--- src/logic/flash_mode_pkg.sv ---
package flash_mode_pkg;

  // register byte addresses
  localparam logic [7:0] MODE_CTRL_OFS = 8'h00;
  localparam logic [7:0] SETUP_FAULT_OFS = 8'h04;
  localparam logic [7:0] BLK_HI_OFS = 8'h08;
  localparam logic [7:0] BLK_LO_OFS = 8'h0C;
  localparam logic [7:0] IRQ_STAT_OFS = 8'h10;
  localparam logic [7:0] IRQ_EN_OFS = 8'h14;
  localparam logic [7:0] IRQ_CLR_OFS = 8'h18;

  // values after reset
  localparam logic [7:0] MODE_CTRL_RST = 8'h80;
  localparam logic [7:0] SETUP_FAULT_RST = 8'h00;
  localparam logic [7:0] BLK_RST = 8'h00;
  localparam logic [7:0] BYTE_ZERO = 8'h00;

  // mode_ctrl_one fields
  localparam int unsigned HW_GATE_BIT = 7;
  localparam int unsigned SOFT_GATE_BIT = 6;
  localparam int unsigned WIPE_CHECK_BIT = 3;
  localparam int unsigned WRITE_CHECK_BIT = 2;
  localparam int unsigned WIPE_BIT = 1;
  localparam int unsigned WRITE_BIT = 0;
  localparam logic [7:0] MODE_RW_MASK = 8'h4F;

  // setup_fault_ctrl fields
  localparam int unsigned FAULT_BIT = 7;
  localparam int unsigned WIPE_ARM_BIT = 1;
  localparam int unsigned WRITE_ARM_BIT = 0;
  localparam logic [7:0] SETUP_RW_MASK = 8'h03;

  // interrupt sources
  localparam int unsigned IRQ_W = 2;
  localparam int unsigned IRQ_FAULT = 0;
  localparam int unsigned IRQ_REFUSED = 1;
  localparam logic [IRQ_W-1:0] IRQ_RST = 2'h0;

  // state presented to the array
  typedef struct packed {
    logic protect;
    logic wipe_check;
    logic write_check;
    logic wipe;
    logic write;
    logic wipe_armed;
    logic write_armed;
  } array_mode_t;

  localparam array_mode_t ARRAY_MODE_RST = '0;

endpackage : flash_mode_pkg

--- src/logic/flash_mode_control_regs.sv ---
module flash_mode_control_regs
(
  // clock and reset
  input wire logic sys_clk,
  input wire logic rstn,
  // register port
  input wire logic [7:0] addr,
  input wire logic [7:0] wr_data,
  input wire logic wr_stb,
  input wire logic rd_stb,
  output logic [7:0] rd_data,
  // power state, same clock domain
  input wire logic hw_standby,
  input wire logic lp_enter,
  // array side
  input wire logic fault_event,
  output flash_mode_pkg::array_mode_t array_mode,
  output logic [15:0] block_select,
  // interrupt
  output logic irq
);
  import flash_mode_pkg::*;

  logic [7:0] mode_r;
  logic [7:0] mode_nxt;
  logic [7:0] setup_r;
  logic [7:0] setup_nxt;
  logic [7:0] blk_hi_r;
  logic [7:0] blk_hi_nxt;
  logic [7:0] blk_lo_r;
  logic [7:0] blk_lo_nxt;
  logic [IRQ_W-1:0] irq_stat_r;
  logic [IRQ_W-1:0] irq_stat_nxt;
  logic [IRQ_W-1:0] irq_en_r;
  logic [IRQ_W-1:0] irq_en_nxt;
  logic irq_r;
  logic [7:0] rd_data_r;
  logic [7:0] rd_data_nxt;
  array_mode_t array_mode_r;
  array_mode_t array_mode_nxt;

  // address decode
  wire sel_mode = (addr == MODE_CTRL_OFS);
  wire sel_setup = (addr == SETUP_FAULT_OFS);
  wire sel_blk_hi = (addr == BLK_HI_OFS);
  wire sel_blk_lo = (addr == BLK_LO_OFS);
  wire sel_stat = (addr == IRQ_STAT_OFS);
  wire sel_en = (addr == IRQ_EN_OFS);
  wire sel_clr = (addr == IRQ_CLR_OFS);
  wire wr_mode = wr_stb & sel_mode;
  wire wr_setup = wr_stb & sel_setup;
  wire wr_blk_hi = wr_stb & sel_blk_hi;
  wire wr_blk_lo = wr_stb & sel_blk_lo;
  wire wr_en = wr_stb & sel_en;
  wire wr_clr = wr_stb & sel_clr;

  // gates, judged on the stored state before this write
  wire soft_gate = mode_r[SOFT_GATE_BIT];
  wire wipe_armed = setup_r[WIPE_ARM_BIT];
  wire write_armed = setup_r[WRITE_ARM_BIT];
  wire fault = setup_r[FAULT_BIT];

  // per-bit permission to go from 0 to 1; clearing is always allowed
  wire [7:0] mode_allow;
  assign mode_allow[HW_GATE_BIT] = 1'b0;
  assign mode_allow[SOFT_GATE_BIT] = 1'b1;
  assign mode_allow[5:4] = 2'b00;
  assign mode_allow[WIPE_CHECK_BIT] = soft_gate;
  assign mode_allow[WRITE_CHECK_BIT] = soft_gate;
  assign mode_allow[WIPE_BIT] = soft_gate & wipe_armed;
  assign mode_allow[WRITE_BIT] = soft_gate & write_armed;

  wire [7:0] setup_allow = {6'b00_0000, soft_gate, soft_gate};
  wire [7:0] blk_allow = {8{soft_gate}};

  // written value after refusing forbidden sets
  wire [7:0] mode_keep = mode_r & ~MODE_RW_MASK;
  wire [7:0] mode_ok = wr_data & MODE_RW_MASK & (mode_r | mode_allow);
  wire [7:0] mode_wr_val = mode_keep | mode_ok;
  wire [7:0] setup_ok = wr_data & SETUP_RW_MASK & (setup_r | setup_allow);
  // reserved setup bits are held at zero whatever is written
  wire [7:0] setup_wr_val = (setup_r & ~SETUP_RW_MASK) | setup_ok;
  wire [7:0] blk_hi_ok = wr_data & (blk_hi_r | blk_allow);
  wire [7:0] blk_lo_ok = wr_data & (blk_lo_r | blk_allow);

  // attempts that were refused, for the interrupt status
  wire [7:0] mode_try = wr_data & MODE_RW_MASK & ~mode_r;
  wire [7:0] setup_try = wr_data & SETUP_RW_MASK & ~setup_r;
  wire [7:0] blk_hi_try = wr_data & ~blk_hi_r;
  wire [7:0] blk_lo_try = wr_data & ~blk_lo_r;
  wire mode_refused = wr_mode & (|(mode_try & ~mode_allow));
  wire setup_refused = wr_setup & (|(setup_try & ~setup_allow));
  wire blk_refused = (wr_blk_hi & (|(blk_hi_try & ~blk_allow)))
                   | (wr_blk_lo & (|(blk_lo_try & ~blk_allow)));
  wire refused = mode_refused | setup_refused | blk_refused;

  // soft gate being cleared by software
  wire gate_fall = wr_mode & soft_gate & ~wr_data[SOFT_GATE_BIT];

  // more than one block bit set clears both block registers
  wire [15:0] blk_cand = {wr_blk_hi ? blk_hi_ok : blk_hi_r,
                          wr_blk_lo ? blk_lo_ok : blk_lo_r};
  wire blk_multi = |(blk_cand & (blk_cand - 16'h0001));

  // mode register
  always_comb
  begin
    mode_nxt = mode_r;
    if (hw_standby | lp_enter)
    begin
      mode_nxt = MODE_CTRL_RST;
    end
    else if (wr_mode)
    begin
      mode_nxt = mode_wr_val;
    end
  end

  // setup and fault register
  always_comb
  begin
    setup_nxt = setup_r;
    if (hw_standby)
    begin
      setup_nxt = SETUP_FAULT_RST;
    end
    else
    begin
      if (wr_setup)
      begin
        setup_nxt = setup_wr_val;
      end
      if (lp_enter | gate_fall)
      begin
        setup_nxt = setup_nxt & ~SETUP_RW_MASK;
      end
      // the fault flag is sticky; only hardware standby or reset drop it
      setup_nxt[FAULT_BIT] = fault | fault_event;
    end
  end

  // block select registers
  always_comb
  begin
    blk_hi_nxt = blk_hi_r;
    blk_lo_nxt = blk_lo_r;
    if (hw_standby | lp_enter | gate_fall)
    begin
      blk_hi_nxt = BLK_RST;
      blk_lo_nxt = BLK_RST;
    end
    else if (blk_multi)
    begin
      blk_hi_nxt = BLK_RST;
      blk_lo_nxt = BLK_RST;
    end
    else
    begin
      blk_hi_nxt = blk_cand[15:8];
      blk_lo_nxt = blk_cand[7:0];
    end
  end

  // interrupt enable
  always_comb
  begin
    irq_en_nxt = irq_en_r;
    if (wr_en)
    begin
      irq_en_nxt = wr_data[IRQ_W-1:0];
    end
  end

  // sticky status, set wins over a clear in the same cycle
  wire [IRQ_W-1:0] irq_event;
  assign irq_event[IRQ_FAULT] = fault_event;
  assign irq_event[IRQ_REFUSED] = refused;

  genvar gi;
  generate
    for (gi = 0; gi < IRQ_W; gi++)
    begin : g_irq
      wire clr_bit = wr_clr & wr_data[gi];
      assign irq_stat_nxt[gi] = irq_event[gi] | (irq_stat_r[gi] & ~clr_bit);
    end
  endgenerate

  // array mode follows the committed register values; fault blocks
  // program and erase but leaves the verify reads usable
  always_comb
  begin
    array_mode_nxt = ARRAY_MODE_RST;
    array_mode_nxt.protect = setup_nxt[FAULT_BIT];
    array_mode_nxt.wipe_check = mode_nxt[WIPE_CHECK_BIT];
    array_mode_nxt.write_check = mode_nxt[WRITE_CHECK_BIT];
    array_mode_nxt.wipe = mode_nxt[WIPE_BIT] & ~setup_nxt[FAULT_BIT];
    array_mode_nxt.write = mode_nxt[WRITE_BIT] & ~setup_nxt[FAULT_BIT];
    array_mode_nxt.wipe_armed = setup_nxt[WIPE_ARM_BIT] & ~setup_nxt[FAULT_BIT];
    array_mode_nxt.write_armed = setup_nxt[WRITE_ARM_BIT] & ~setup_nxt[FAULT_BIT];
  end

  // read mux; the hardware gate reads as zero although it holds one
  wire [7:0] mode_rd = mode_r & MODE_RW_MASK;
  wire [7:0] stat_rd = {{(8 - IRQ_W){1'b0}}, irq_stat_r};
  wire [7:0] en_rd = {{(8 - IRQ_W){1'b0}}, irq_en_r};
  wire [7:0] rd_mux = sel_mode ? mode_rd
                    : sel_setup ? setup_r
                    : sel_blk_hi ? blk_hi_r
                    : sel_blk_lo ? blk_lo_r
                    : sel_stat ? stat_rd
                    : sel_en ? en_rd
                    : BYTE_ZERO;

  // read data stands for one cycle only
  assign rd_data_nxt = rd_stb ? rd_mux : BYTE_ZERO;

  // control registers
  always_ff @(posedge sys_clk or negedge rstn)
  begin
    if (!rstn)
    begin
      mode_r <= MODE_CTRL_RST;
      setup_r <= SETUP_FAULT_RST;
    end
    else
    begin
      mode_r <= mode_nxt;
      setup_r <= setup_nxt;
    end
  end

  // block select registers
  always_ff @(posedge sys_clk or negedge rstn)
  begin
    if (!rstn)
    begin
      blk_hi_r <= BLK_RST;
      blk_lo_r <= BLK_RST;
    end
    else
    begin
      blk_hi_r <= blk_hi_nxt;
      blk_lo_r <= blk_lo_nxt;
    end
  end

  // interrupt state; irq looks at next-state values so it
  // rises at the same edge as the status bit, not one later
  always_ff @(posedge sys_clk or negedge rstn)
  begin
    if (!rstn)
    begin
      irq_stat_r <= IRQ_RST;
      irq_en_r <= IRQ_RST;
      irq_r <= 1'b0;
    end
    else
    begin
      irq_stat_r <= irq_stat_nxt;
      irq_en_r <= irq_en_nxt;
      irq_r <= |(irq_stat_nxt & irq_en_nxt);
    end
  end

  // registered outputs towards the bus and the array
  always_ff @(posedge sys_clk or negedge rstn)
  begin
    if (!rstn)
    begin
      rd_data_r <= BYTE_ZERO;
      array_mode_r <= ARRAY_MODE_RST;
    end
    else
    begin
      rd_data_r <= rd_data_nxt;
      array_mode_r <= array_mode_nxt;
    end
  end

  assign rd_data = rd_data_r;
  assign array_mode = array_mode_r;
  assign block_select = {blk_hi_r, blk_lo_r};
  assign irq = irq_r;

endmodule : flash_mode_control_regs

--- config.mk ---
export PLATFORM = sky130hd
export DESIGN_NAME = flash_mode_control_regs
export DESIGN_NICKNAME = d
export VERILOG_FILES = /design/src/logic/flash_mode_pkg.sv /design/src/logic/flash_mode_control_regs.sv
export SDC_FILE = /design/constraint.sdc
export NUM_CORES = 1
export LEC_CHECK = 0
export ABC_AREA = 0
export BUFFER_PORTS_ARGS = -buffer_cell sky130_fd_sc_hd__buf_2
export CORE_UTILIZATION = 54
export CTS_CLUSTER_DIAMETER = 50
export CTS_CLUSTER_SIZE = 40
export DETAILED_ROUTE_END_ITERATION = 10
export GPL_ROUTABILITY_DRIVEN = 0
export PLACE_DENSITY = 0.8
export SLEW_MARGIN = 0
export SYNTH_ARGS = -nofsm -noshare
export SYNTH_HDL_FRONTEND = slang
export SYNTH_SLANG_ARGS = --single-unit
--- constraint.sdc ---
create_clock -name sys_clk -period 2.4 [get_ports sys_clk]
set_input_delay 0.36 -clock sys_clk [delete_from_list [all_inputs] [get_ports sys_clk]]
set_output_delay 0.36 -clock sys_clk [all_outputs]
set_load 0.02 [all_outputs]
# After elaboration in Yosys (flattened, before gate mapping)
# Cells that the tools add are included.
# op_classes
eq_ne,6
addsub,1
mux,19
reduce_logical,8
n_bitwise,62
# ops
operator,count
$mux 8,14
$and 8x8->8,8
$not 8->8,5
$reduce_or 8->1,4
$eq 8x5->1 const B,3
$or 8x8->8,3
$and 1x1->1,22
$and 16x16->16,1
$and 7x8->8,2
$eq 8x4->1 const B,2
$reduce_or 16->1,1
$sub 16x1->16 const B,1
$or 1x1->1,9
$and 2x8->8,1
$eq 8x3->1 const B,1
$logic_not 8->1,1
$mux 2,4
$not 2->8,1
$not 7->8,1
$or 8x7->8,1
$and 2x7->7,1
$mux 7,1
$or 7x2->7,1
$or 7x7->7,1
4 further kinds,7
# word_totals
reg_bits,52
elab_cells,112
out_inout_bits,32
in_bits,23

# Depth between registers and ports, before layout
# depth
word_depth,10
depth_mapped,9
depth_no_buf,7

# Worst setup path after synthesis
# No wires, ideal clock.
# synth_path
path_kind,input-to-reg
startpoint,in addr[4]
endpoint,reg blk_hi_r[5]
t_arrival_ns,2.421
required_ns,2.319
path_buffers,2
setup_ns,0.081
path_slack_ns,-0.102
stages,9
cell_sequence,nor4_4 buf_6 nand4_1 a222oi_1 nand4_1 o211ai_2 nand4_2 buf_6 nor3_2
# synth_via
elab_chain_cells,8
# synth_rtl
element,line_no,source
from (decl),flash_mode_control_regs.sv:7,"input wire logic [7:0] addr,"
"$eq 8x4->1, on equally long branches","flash_mode_control_regs.sv:46, flash_mode_control_regs.sv:45",
"$and 1x1->1, on equally long branches","flash_mode_control_regs.sv:53, flash_mode_control_regs.sv:52",
"$mux 8, on equally long branches","flash_mode_control_regs.sv:102, flash_mode_control_regs.sv:101",
$sub 16x1->16,flash_mode_control_regs.sv:103,wire blk_multi = |(blk_cand & (blk_cand - 16'h0001));
$and 16x16->16,flash_mode_control_regs.sv:103,
$reduce_or 16->1,flash_mode_control_regs.sv:103,
$mux 8,flash_mode_control_regs.sv:152,else if (blk_multi)
$mux 8 (*),flash_mode_control_regs.sv:147,if (hw_standby | lp_enter | gate_fall)
named net blk_hi_nxt[5],flash_mode_control_regs.sv:29,logic [7:0] blk_hi_nxt;
to (signal assigned),flash_mode_control_regs.sv:242,blk_hi_r <= blk_hi_nxt;
to (decl),flash_mode_control_regs.sv:28,logic [7:0] blk_hi_r;
# Mark *: on every way through the listed nets, which the timed path passes. The rest lies on a longest branch.
# A chain may end at the register's enable or synchronous reset.

# Worst setup path in the final report
# layout_path
startpoint,in addr[4]
endpoint,reg blk_lo_r[3]
# layout_via
elab_chain_cells,8
# layout_rtl
element,line_no,source
"$eq 8x4->1, on equally long branches","flash_mode_control_regs.sv:46, flash_mode_control_regs.sv:45",
"$and 1x1->1, on equally long branches","flash_mode_control_regs.sv:53, flash_mode_control_regs.sv:52",
"$mux 8, on equally long branches","flash_mode_control_regs.sv:102, flash_mode_control_regs.sv:101",
$sub 16x1->16,flash_mode_control_regs.sv:103,
$and 16x16->16,flash_mode_control_regs.sv:103,
$reduce_or 16->1,flash_mode_control_regs.sv:103,
$mux 8,flash_mode_control_regs.sv:152,
$mux 8 (*),flash_mode_control_regs.sv:147,
named net blk_lo_nxt[3],flash_mode_control_regs.sv:31,logic [7:0] blk_lo_nxt;
to (signal assigned),flash_mode_control_regs.sv:243,blk_lo_r <= blk_lo_nxt;
to (decl),flash_mode_control_regs.sv:30,logic [7:0] blk_lo_r;
# Marked as above.

==> flow_summary.yaml <==
timing:
  tightest_slew_ns: 0.884
  final_max_slew_viol_count: 0
  min_period_ns: 2.40
  fin_crit_sh_pct: 100
  fin_worst_skew_ns: 0.00368
  relSlewSlack_pct: 41.1
  setup_violations: 0
  setup_tns_ns: 0
  finalHoldViolations: 0
  max_freq_ghz: 0.417
  grt_setup_unrepaired: "yes"
  worst_hold_slack_ns: 0.189
global_route:
  antenna_found_initial: 0
  gr-total-overflow: 0
  grt_pass1_vias: 2540
  grt_usage_pct: 31.9
  grt_max_degree: 42
  grt_pass1_wl_um: 12300
synth:
  yosysWarnings: 0
  synth.ff_latch_count: 41
  synthArstFlopShare_pct: 100
  syn-cell-area_um2: 2480
  syn_area_per_cell_um2: 9.40
  ys.flop_type: "dfrtp_1"
  synth_cell_types: 56
  synth_edf_count: 0
  seq_area_frac_synth_pct: 41.4
  syn_nets: 287
  syn_inst: 264
detailed_routing:
  wl_per_cell_um: 18.4
  vias: 2755
  totalWireLength_um: 7730
  drtIter0Drc: 338
  drt_pass1_iterations: 5
  avgViaCountPerCell: 6.54
  drcViolationCount: 0
  postRouteAntennaNets: 0
critical_path:
  crit_path_end_kind: "flop"
  timing.critical_path.fanout_max: 11
  critPathRequiredTime_ns: 2.61
  critPathMaxStageDelay_ns: 0.32
  startpoint_type: "input port"
  crit_top_cell: "buf_4"
  criticalPathCategory: "in2reg"
  cp.arrival_ns: 2.61
  slowest_stage: "nor4_4"
  cp_top_family: "buffers and inverters"
  crit_buf_inv: 5
  crit_chain: "buf_2, nor4_4, buf_12, buf_4, nand3_1, buf_4, a21oi_1, o21ai_0, a211oi_2, nand4_2, buf_4, nor3_2"
placement:
  dp_hpwl_um: 5750
  portBuffers: 54
  placed_area_um2: 3170
cts:
  hold_buffers: 0
  clk_latency_ns: 0.29
  cts_root_buf: "clkbuf_8"
  cts_tree: "done"
  clk_pin_slew_ns: 0.08
  clkSinkCount: 41
  clk_path_buf_depth: 2
  htree_levels: 2
  cts_inserted_buffers: 5
final_layout:
  drive_gt1_share_pct: 44.2
  mostFrequentLayoutCells: "buf_4 (56), buf_2 (54), dfrtp_1 (40), nand2_1 (24), o22ai_1 (19)"
  area_growth_pct: 35.4
  design_area_um2: 3360
  final_common_cell: "buf_4"
  num_antenna_cells: 0
  final_nets: 391
run_status:
  status: "finished, final reports clean"
power:
  p_per_area_nw_per_um2: 390
  finalPower_mw: 1.31
  ir_drop_v: 0.000255
  power.static_leakage_nw: 1.62
die:
  pin_count: 55
  dieHeight_um: 69.8
  std_cell_rows: 24
  core_area_um2: 4380
  initial_core_util_pct: 56.6
  dieArea_um2: 4870
  die_width_um: 69.8
job:
  drv_cap: 0
worst_hold_path:
  hp-class: "in2async"
==> sequential cells by signal, summed over array words and instances, names as in the netlist <==
| name | count |
|---|---|
| rd_data | 8 |
| mode_r | 5 |
| irq_en_r | 2 |
| array_mode | 4 |
| setup_r | 3 |
| irq_stat_r | 2 |
| blk_lo_r | 8 |
| blk_hi_r | 8 |
| irq | 1 |
==> per-stage QoR <==
step                cells  setup WS (ns)  util, %
floorplan             264        -0.0571        -
global placement      410         -0.231     72.3
detailed placement    410         -0.452     72.3
CTS                   420        0.00637     74.8
global route          421         -0.132     76.6
finish                421       0.000598     76.6
==> cell families (layout without fill, tap and decap cells) <==
| kind of cell | after synthesis | count (layout) | share of synthesized area, % |
|---|---|---|---|
| buf+inv | 27 | 132 | 5.24 |
| flops | 41 | 41 | 41.4 |
| compound gates | 86 | 86 | 25.0 |
| fa+ha+maj | 1 | 1 | 0.403 |
| mux | 8 | 8 | 3.53 |
| simple gates | 101 | 101 | 24.5 |
==> report_power, final <==
| group | switching (mW) | internal [mW] | total, mW |
|---|---|---|---|
| sequential | 0.00483 | 0.697 | 0.702 |
| clock | 0.232 | 0.202 | 0.433 |
| combinational | 0.108 | 0.0662 | 0.175 |
| total | 0.345 | 0.965 | 1.31 |
==> worst paths after layout <==
check                      slack [ns]     startpoint             to  cells after the start
max reg2reg                      0.18      mode_r[6]    blk_lo_r[3]                      8
max                            0.0006        addr[4]    blk_lo_r[3]                     12
min reg2reg                      0.54  irq_stat_r[0]  irq_stat_r[0]                      1
min in group sys_clk             0.31    fault_event  irq_stat_r[0]                      2
min                              0.19           rstn  array_mode[0]                      1
max in group asynchronous        1.61           rstn      mode_r[6]                      1
==> synthesized netlist by cell type (3+ instances only) <==
cell type,count,area share [%]
clkbuf_1,6,0.91
a22oi_1,5,1.5
dfrtp_1,41,41
o311ai_0,4,1.4
o221a_2,4,1.8
or2_2,4,1.0
a21oi_1,10,2.0
inv_1,10,1.5
mux2_2,6,2.7
o22ai_1,22,5.5
a41o_1,6,2.4
a41oi_1,4,1.4
nand3_1,5,1.0
nor2_1,15,2.3
nor3_1,10,2.0
nor4_1,4,1.0
nand2_1,24,3.6
o21ai_0,10,2.0
and2_1,4,1.0
buf_4,3,0.91
nor3_2,10,4.0
nand4_1,10,2.5
==> layout make-up <==
| cell class | instances | area [µm²] |
|---|---|---|
| Clock buffer | 6 | 72.6 |
| Timing Repair Buffer | 112 | 722 |
| Sequential cell | 41 | 1030 |
| Tap cell | 52 | 65.1 |
| Multi-Input combinational cell | 196 | 1420 |
| Inverter | 12 | 45.0 |
| Fill cell | 286 | 1020 |
| Clock inverter | 2 | 10.0 |
==> what timing repair did <==
| item | 4_1_cts | 5_1_grt |
|---|---|---|
| gates resized for setup | 2 | 13 |
| endpoints found under the setup margin | 16 | 16 |
| pin swaps | 1 | 4 |
| setup buffers | 2 | 1 |
==> per-layer routing <==
| layer | up-vias | global-route usage, % | wire [µm] |
|---|---|---|---|
| li1 | 1247 | - | - |
| met1 | 1297 | 42.3 | 3060 |
| met2 | 172 | 50.2 | 3650 |
| met3 | 39 | 6.54 | 747 |
| met4 | 0 | 14.7 | 277 |
| met5 | - | 0 | 0 |
Note: power is estimated with default switching activity, not from simulation.
